==> src/include/rpm_pkg.sv <==
`default_nettype none
package rpm_pkg;
    // pin function selects for port A bits 0..4
    localparam logic [1:0] RPM_FN_GPIO  = 2'h0;
    localparam logic [1:0] RPM_FN_DRIVE = 2'h1;
    localparam logic [1:0] RPM_FN_TIMER = 2'h2;
    localparam logic [1:0] RPM_FN_FAULT = 2'h3;
    // routing of timer channel two / fault input 1
    localparam logic [1:0] RPM_ROUTE_PORTA  = 2'h0;
    localparam logic [1:0] RPM_ROUTE_SECOND = 2'h1;
    // internal reset release delay
    localparam int RPM_RST_HOLD_CYCLES = 32;
    localparam int RPM_RST_CNT_W       = 6;
    // reset values
    localparam logic [4:0] RPM_DIR_RESET = 5'h00;
    localparam logic [4:0] RPM_PU_RESET  = 5'h1F;
    // index of the pin carrying the shared timer/fault alternates
    localparam int RPM_SHARED_BIT = 4;
    localparam int RPM_PORT_BITS  = 5;
endpackage : rpm_pkg
`default_nettype wire

==> src/rtl/rpm_pin_mux.sv <==
// Contract
// - after reset every pin carries its primary function and an alternate appears only once software selects it.
// - while the reset pin is low the chip is held in reset.
// - the internal reset is released synchronously after a fixed count of clock cycles once the pin is released.
// - with the reset pin in general-purpose mode only power-on, watchdog or software reset reset the chip.
// - the reset pin in general-purpose mode is an input or an open-drain output, never driven high.
// - the reset pin returns to its reset function after any reset.
// - each general-purpose port pin is an input or an output by its own direction bit.
// - five port pins here can each carry one motor-drive output and then drive it unless a masked fault releases them.
// - an asserted fault input on a fault-configured pin disables the selected motor-drive outputs.
// - timer and fault alternates are chosen by chip configuration module selections.
// - timer channel two and fault input 1 can alternatively route to second-port pins.
`timescale 1ns/100ps
`default_nettype none
module rpm_pin_mux (
    input  wire logic                ref_clk_in,
    input  wire logic                rst_in,            // power-on reset, async
    input  wire logic                watchdog_reset_in,
    input  wire logic                soft_reset_in,
    // reset pin, three signals
    input  wire logic                reset_pin_in,
    output logic                     reset_pin_out,
    output logic                     reset_pin_oe_n_out,
    // chip configuration module selections
    input  wire logic                cfg_reset_pin_gpio_in,
    input  wire logic [9:0]          cfg_pin_fn_in,     // 2 bits per port bit 0..4
    input  wire logic [1:0]          cfg_timer_route_in,
    input  wire logic [1:0]          cfg_fault_route_in,
    input  wire logic [4:0]          cfg_fault_mask_in, // drive outputs gated by fault
    // general-purpose port control
    input  wire logic [5:0]          gpio_dir_in,       // bit 5 = reset pin bit
    input  wire logic [5:0]          gpio_data_in,
    output logic      [5:0]          gpio_read_out,
    // peripherals
    input  wire logic [4:0]          motor_drive_in,
    input  wire logic                timer_a_channel_two_in,
    input  wire logic                timer_a_channel_two_oe_in,
    output logic                     timer_a_channel_two_out,
    output logic                     external_fault_in_1_out,
    // port A bits 0..4
    input  wire logic [4:0]          port_first_pin_in,
    output logic      [4:0]          port_first_pin_out,
    output logic      [4:0]          port_first_pin_oe_n_out,
    output logic      [4:0]          port_first_pullup_out,
    // second-port alternates
    input  wire logic                port_second_bit_4_in,
    input  wire logic                port_second_b2_in,
    output logic                     port_second_b2_out,
    output logic                     port_second_b2_oe_n_out,
    // chip reset
    output logic                     chip_reset_out
);
    import rpm_pkg::*;

    // ************************************************************
    // notes for users
    // ************************************************************
    // every pad input, the second-port timer pin included, passes a three-stage
    // synchroniser; a level only counts once stages two and three agree, so a
    // glitch shorter than one clock never reaches the peripherals.
    // the reset pin is only a reset source in its primary function; once the
    // pin is general purpose a low level on it is just data.
    // the general-purpose choice for the reset pin is ignored while the chip
    // reset is active and is taken up again from the selection once it drops.
    // the reset pin is never driven high: it is released or pulled low only.
    // pin selections other than the fault routing are honoured only once the chip reset has dropped; until
    // then every port pin is an input with its pull-up on.
    // limitation: a selection change reaches the pads one clock later; the reset pin's general-purpose choice takes two.

    // ************************************************************
    // state
    // ************************************************************
    typedef struct packed {
        logic [2:0]               rpin_sync;
        logic [2:0]               fault_sync;
        logic [5:0][2:0]          pin_sync;
        logic                     rpin_low;
        logic [RPM_RST_CNT_W-1:0] hold_cnt;
        logic                     chip_reset;
        logic                     gpio_mode;
        logic                     rpin_out;
        logic                     rpin_oe_n;
        logic [4:0]               pa_out;
        logic [4:0]               pa_oe_n;
        logic [4:0]               pa_pu;
        logic [5:0]               rd;
        logic                     ta2_in;
        logic                     f1;
        logic                     b2_out;
        logic                     b2_oe_n;
        logic [2:0]               b2_sync;
    } rpm_state_t;

    rpm_state_t st;
    rpm_state_t next_st;
    logic [5:0] pin_raw;
    logic       fault_raw;
    logic       fault_now;
    logic [1:0] fn;

    assign pin_raw = {reset_pin_in, port_first_pin_in};
    // fault source follows the routing choice
    assign fault_raw = (cfg_fault_route_in == RPM_ROUTE_SECOND) ? port_second_bit_4_in
                     : port_first_pin_in[RPM_SHARED_BIT];

    // ************************************************************
    // next state
    // ************************************************************
    always_comb begin
        next_st = st;
        fn      = RPM_FN_GPIO;
        // three-stage synchronisers; a change counts when stages 2 and 3 agree
        next_st.rpin_sync  = {st.rpin_sync[1:0], reset_pin_in};
        next_st.fault_sync = {st.fault_sync[1:0], fault_raw};
        for (int i = 0; i < 6; i++) begin
            next_st.pin_sync[i] = {st.pin_sync[i][1:0], pin_raw[i]};
            if (st.pin_sync[i][2] == st.pin_sync[i][1]) begin
                next_st.rd[i] = st.pin_sync[i][2];
            end
        end
        if (st.rpin_sync[2] == st.rpin_sync[1]) begin
            next_st.rpin_low = ~st.rpin_sync[2];
        end
        if (st.fault_sync[2] == st.fault_sync[1]) begin
            fault_now = st.fault_sync[2];
        end else begin
            fault_now = st.f1;
        end
        next_st.f1 = fault_now;
        // gpio mode is taken only while out of reset; reset clears it
        next_st.gpio_mode = cfg_reset_pin_gpio_in && !st.chip_reset;
        // reset pin as reset source only in its primary function
        if ((st.rpin_low && !st.gpio_mode) || watchdog_reset_in || soft_reset_in) begin
            next_st.chip_reset = 1'b1;
            next_st.hold_cnt   = '0;
            next_st.gpio_mode  = 1'b0;
        end else if (st.chip_reset) begin
            // counted release keeps reset removal on a clock edge
            if (st.hold_cnt == RPM_RST_CNT_W'(RPM_RST_HOLD_CYCLES - 1)) begin
                next_st.chip_reset = 1'b0;
            end else begin
                next_st.hold_cnt = st.hold_cnt + 1'b1;
            end
        end
        // reset pin gpio: drive low only, otherwise released
        next_st.rpin_out  = 1'b0;
        next_st.rpin_oe_n = ~(st.gpio_mode && gpio_dir_in[5] && !gpio_data_in[5]);
        // port A bits
        for (int i = 0; i < RPM_PORT_BITS; i++) begin
            fn = st.chip_reset ? RPM_FN_GPIO : cfg_pin_fn_in[2*i +: 2];
            next_st.pa_pu[i]   = 1'b0;
            next_st.pa_out[i]  = gpio_data_in[i];
            next_st.pa_oe_n[i] = ~gpio_dir_in[i] | st.chip_reset;
            if (fn == RPM_FN_GPIO) begin
                next_st.pa_pu[i] = ~gpio_dir_in[i] | st.chip_reset;
            end else if (fn == RPM_FN_DRIVE) begin
                next_st.pa_out[i]  = motor_drive_in[i];
                next_st.pa_oe_n[i] = fault_now && cfg_fault_mask_in[i];
            end else if (fn == RPM_FN_TIMER && i == RPM_SHARED_BIT
                         && cfg_timer_route_in == RPM_ROUTE_PORTA) begin
                next_st.pa_out[i]  = timer_a_channel_two_in;
                next_st.pa_oe_n[i] = ~timer_a_channel_two_oe_in;
            end else begin
                next_st.pa_oe_n[i] = 1'b1;                                  // fault input
            end
        end
        // timer channel two routing to second port; its pad is synchronised too
        next_st.b2_sync = {st.b2_sync[1:0], port_second_b2_in};
        if (cfg_timer_route_in == RPM_ROUTE_SECOND && !st.chip_reset) begin
            next_st.b2_out  = timer_a_channel_two_in;
            next_st.b2_oe_n = ~timer_a_channel_two_oe_in;
            if (st.b2_sync[2] == st.b2_sync[1]) begin
                next_st.ta2_in = st.b2_sync[2];
            end
        end else begin
            next_st.b2_out  = 1'b0;
            next_st.b2_oe_n = 1'b1;
            next_st.ta2_in  = st.rd[RPM_SHARED_BIT];
        end
    end

    // ************************************************************
    // registers
    // ************************************************************
    always_ff @(posedge ref_clk_in or posedge rst_in) begin
        if (rst_in) begin
            st            <= '0;
            st.chip_reset <= 1'b1;
            st.rpin_oe_n  <= 1'b1;
            st.pa_oe_n    <= 5'h1F;
            st.pa_pu      <= RPM_PU_RESET;
            st.b2_oe_n    <= 1'b1;
            st.rpin_sync  <= 3'h7;
            st.pin_sync   <= '1;
            st.rd         <= 6'h3F;
        end else begin
            st <= next_st;
        end
    end

    assign reset_pin_out           = st.rpin_out;
    assign reset_pin_oe_n_out      = st.rpin_oe_n;
    assign gpio_read_out           = st.rd;
    assign timer_a_channel_two_out = st.ta2_in;
    assign external_fault_in_1_out = st.f1;
    assign port_first_pin_out      = st.pa_out;
    assign port_first_pin_oe_n_out = st.pa_oe_n;
    assign port_first_pullup_out   = st.pa_pu;
    assign port_second_b2_out      = st.b2_out;
    assign port_second_b2_oe_n_out = st.b2_oe_n;
    assign chip_reset_out          = st.chip_reset;
endmodule // rpm_pin_mux
`default_nettype wire

==> config.mk <==
export PLATFORM = sky130hd
export DESIGN_NAME = rpm_pin_mux
export DESIGN_NICKNAME = d
export VERILOG_FILES = /design/src/include/rpm_pkg.sv /design/src/rtl/rpm_pin_mux.sv
export SDC_FILE = /design/constraint.sdc
export NUM_CORES = 1
export LEC_CHECK = 0
export ABC_AREA = 1
export BUFFER_PORTS_ARGS = -buffer_cell sky130_fd_sc_hd__buf_4
export CAP_MARGIN = 30
export CELL_PAD_IN_SITES_DETAIL_PLACEMENT = 1
export CELL_PAD_IN_SITES_GLOBAL_PLACEMENT = 1
export CORE_MARGIN = 4
export CORE_UTILIZATION = 41
export DETAILED_ROUTE_END_ITERATION = 12
export GPL_TIMING_DRIVEN = 0
export PLACE_DENSITY = 0.94
export SKIP_LAST_GASP = 1
export SLEW_MARGIN = 30
export SYNTH_ARGS = -nofsm -noshare
export SYNTH_HDL_FRONTEND = slang
export SYNTH_SLANG_ARGS = --single-unit
==> constraint.sdc <==
create_clock -name ref_clk_in -period 5.3 [get_ports ref_clk_in]
set_clock_uncertainty 0.15 [all_clocks]
set_input_delay 1.06 -clock ref_clk_in [delete_from_list [all_inputs] [get_ports ref_clk_in]]
set_output_delay 1.06 -clock ref_clk_in [all_outputs]
set_load 0.02 [all_outputs]
== After elaboration in Yosys (flattened, before gate mapping) ==
Cells that the tools add are included.
Cells by class
  $add $sub $neg: 1
  equality and inequality tests: 20
  mux-type cells: 42
  bitwise logic cells: 13
  reductions and logical operators: 24
Operators with widths (number)
  2-to-1 mux 1 bit: 33
  equality test 2 x 1 -> 1 bit, second input constant: 7
  2-to-1 mux 7 bit: 2
  zero test 2 bit: 6
  2-to-1 mux 2 bit: 6
  logical AND 1 bit: 11
  equality test 1 bit: 9
  NOT 1 bit: 8
  adder 6 x 1 -> 6 bit, second input constant: 1
  equality test 6 x 5 -> 1 bit, second input constant: 1
  2-to-1 mux 6 bit: 1
  bitwise OR 1 bit: 5
  zero test 1 bit: 3
  equality test 2 bit, second input constant: 1
  logical OR 1 bit: 2
  inequality test 2 x 1 -> 1 bit, second input constant: 1
  inequality test 2 bit, second input constant: 1
  AND reduction 2 bit: 1
  nonzero test 2 bit: 1
Storage, ports and cells
  register bits after elaboration: 62
  input bits: 51
  output and inout bits: 28
  logic and storage cells: 127

== Logic depth before layout (Yosys ltp) ==
  depth after elaboration: 6
  depth in mapped cells: 8
  depth with buffers taken out: 8

== Worst setup path after synthesis ==
Ideal clock, no wire load.
  path kind: reg2out
  start point: register st, in the netlist gpio_read_out[4]
  end point: output gpio_read_out[4]
  data arrival time: 646 ps
  required time: 4090 ps
  path slack: 3444 ps
  cell stages (with the launch flop): 2
  buffers on the path: 1
  cell sequence: dfstp_2 > buf_4
RTL lines
  from (decl): line rpm_pin_mux.sv:94  | rpm_state_t st;
  from (signal assigned): line rpm_pin_mux.sv:197  | st <= next_st;
  to (decl): line rpm_pin_mux.sv:33  | output logic [5:0] gpio_read_out,
No word-level cell between the ends.

== Worst setup path after layout ==
  start point: register st, in the netlist gpio_read_out[2]
  end point: output gpio_read_out[2]
No word-level cell between the ends.

==> flow_summary.yaml <==
run_status:
  status: "complete, no violations"
routing:
  finalWirelength_um: 6480
  drt_first_iter_violations: 37
  viasPerCell: 4.70
  drtAntennaViolNets: 0
  wl_per_cell_um: 16.5
  vias: 1843
  drc_errors: 0
  dr.pass1.iters: 4
grt:
  grt_use_total_pct: 18.8
  grt_pass1_wl_um: 10300
  grt_overflow: 0
  grt_max_degree: 36
  grt_pass1_vias: 2087
  antenna_found_initial: 0
timing:
  maxSlewViolCount: 0
  rsz0062_at_grt: "false"
  finalHoldViolCount: 0
  setup_violations: 0
  final.setup.tns_ps: 0
  fmax_ghz: 0.433
  period_needed_ps: 2310
  fin_hold_ws_ps: 206
  timing.final.crit_share_pct: 43.6
critical_path:
  worstPathRequired_ps: 4090
  slowest_stage: "dfstp_2"
  start_kind: "register"
  cp-end-kind: "output pin"
  critPathArrivalTime_ps: 1100
  worstPathCellList: "buf_4 -> buf_4"
  crit_top_cell: "buf_4"
  max_stage_delay_ps: 540
  crit_start: "gpio_read_out[2]"
  worstReg2RegStart: "st[32]"
  worstPathMaxFanout: 2
  crit_type: "reg -> out"
yosys:
  synthCells: 226
  synth_top_cell_area_share_pct: 40.4
  netlist-cell-type-count: 24
  synth.area.top_cells: "dfstp_2, dfrtp_1, buf_4"
  syn_area_um2: 2400
  syn_nets: 278
  synth_seq_area_share_pct: 63.4
  avgSynthCellArea_um2: 10.6
  yosys_warnings: 0
  yosys.area.top_type: "dfstp_2"
  ys_ff_latch: 59
cts:
  insertion_delay_ps: 340
  cts_setup_buffers: 0
  clk_pin_slew_ps: 70
  h-tree-depth: 3
  ctsHoldBuffers: 0
  root_buffer: "clkbuf_8"
  clockBufferDepth: 2
  post_cts_resized: 0
  cts_sinks: 59
  cts_buffers: 9
  cts_tree: "yes"
worst_hold_path:
  hold_class: "reg -> reg"
  hold_start: "next_st[52]"
finish:
  num-fill-cells: 626
  final_nets: 367
  syn2layout_area_growth_pct: 37.8
  fin_area_um2: 3310
  drive_gt1_share_pct: 52.2
  diodes: 0
die:
  start_util_pct: 42.9
  core_area_um2: 5610
  dieArea_um2: 7150
  top_level_ports: 79
  fp.dieH_um: 84.6
  num_rows: 27
  die_w_um: 84.6
power_and_ir_drop:
  ir_drop_mv: 0.155
  p_leak_uw: 0.00159
  power_per_cell_area_nw_per_um2: 316
placement:
  placed_cell_area_um2: 3090
  io_buffers: 77
  dp_hpwl_um: 4610
  place_congestion: 0.810
run:
  drv_cap: 0
[power breakdown]
| group | internal [uW] | switching, uW | leakage, uW | total [uW] |
|---|---|---|---|---|
| registers | 480 | 10.3 | 0.000662 | 491 |
| clock network | 276 | 173 | 0.000109 | 449 |
| logic | 55.2 | 51.8 | 0.000816 | 107 |
| total | 811 | 236 | 0.00159 | 1050 |
[path summary, 6_finish.rpt]
| kind | endpoint | slack [ps] | depth (start not counted) |
|---|---|---|---|
| max | gpio_read_out[2] | 2990 | 2 |
| min | next_st[53] | 210 | 0 |
| max reg2reg | st[32] | 3700 | 6 |
| min reg2reg | next_st[53] | 210 | 0 |
| max in group asynchronous | st[56] | 3910 | 3 |
| min in group asynchronous | port_first_pin_out[4] | 540 | 2 |
[sequential cells by signal, indices dropped and copies added, names as in the netlist]
register and count:
reset_pin_oe_n_out 1, timer_a_channel_two_out 1, port_first_pin_out 5, port_first_pin_oe_n_out 5, gpio_read_out 6, external_fault_in_1_out 1
port_second_b2_oe_n_out 1, chip_reset_out 1, port_second_b2_out 1, port_first_pullup_out 5, next_st 16, st 16
[cell usage after synthesis (all sizes together)]
cell type / instances
nand3b: 1
nand4: 2
maj3: 5
dfrtp: 22
o21ai: 12
o21bai: 1
conb: 1
nand2: 44
dfstp: 37
a21oi: 4
mux2: 4
nor3: 5
nor2: 24
ha: 1
inv: 27
a31oi: 2
nand3: 10
buf: 23
a21o: 1
[layout by cell type, fill, tap and decap left out, drive strengths merged, types with 2 or more instances in the layout]
master  instances
dfrtp          22
nand2          44
nand4           2
buf           101
o21ai          12
bufinv          2
a21oi           4
mux2            4
maj3            5
clkbuf         11
nor2           24
inv            27
nor3            5
clkinv          2
dfstp          37
a31oi           2
nand3          10
[through the flow]
| stage | total power, uW | worst slack, ps | utilization (%) | instances |
|---|---|---|---|---|
| 2_1_floorplan | 544 | 2690 | - | 226 |
| 3_3_place_gp | 596 | 2020 | 54.8 | 375 |
| 3_5_place_dp | 606 | 3140 | 55.2 | 376 |
| 4_1_cts | 1060 | 2970 | 59.1 | 392 |
| 5_1_grt | 1090 | 2940 | 59.1 | 392 |
| 6_report | 1050 | 2990 | 59.1 | 392 |
[routing by layer]
layer | vias to the layer above | track usage (%) | part of all wire, % | wire [um]
met4 | 0 | 7.77 | 1.7 | 107
li1 | 866 | - | - | -
met3 | 11 | 5.20 | 5.5 | 355
met1 | 912 | 19.6 | 37 | 2370
met2 | 54 | 35.2 | 56 | 3640
met5 | - | 0 | 0 | 0
[final cells by class]
type	instances	area, um2	share of cell area, %
Timing Repair Buffer	78	598	18.1
Multi-Input combinational cell	117	607	18.3
Sequential cell	59	1520	46.0
Buffer	23	173	5.21
Clock buffer	11	141	4.27
Inverter	27	104	3.13
Clock inverter	5	77.6	2.34
Tap cell	72	90.1	2.72
[critical path: cells and delay by family (launching register included)]
kind / cells / cell delay [ps]
flops: 1 / 540
buf+inv: 2 / 220
[kinds of logic (layout without fill, tap and decap cells)]
kind of cell | Yosys count | after routing | synth area share, %
fa+ha+maj | 6 | 6 | 2.60
buf+inv | 50 | 144 | 11.4
compound gates | 20 | 20 | 4.79
flops | 59 | 59 | 63.4
simple gates | 86 | 86 | 15.2
mux | 4 | 4 | 2.50
other cells | 1 | 1 | 0.156
(Power assumes the default switching activity.)
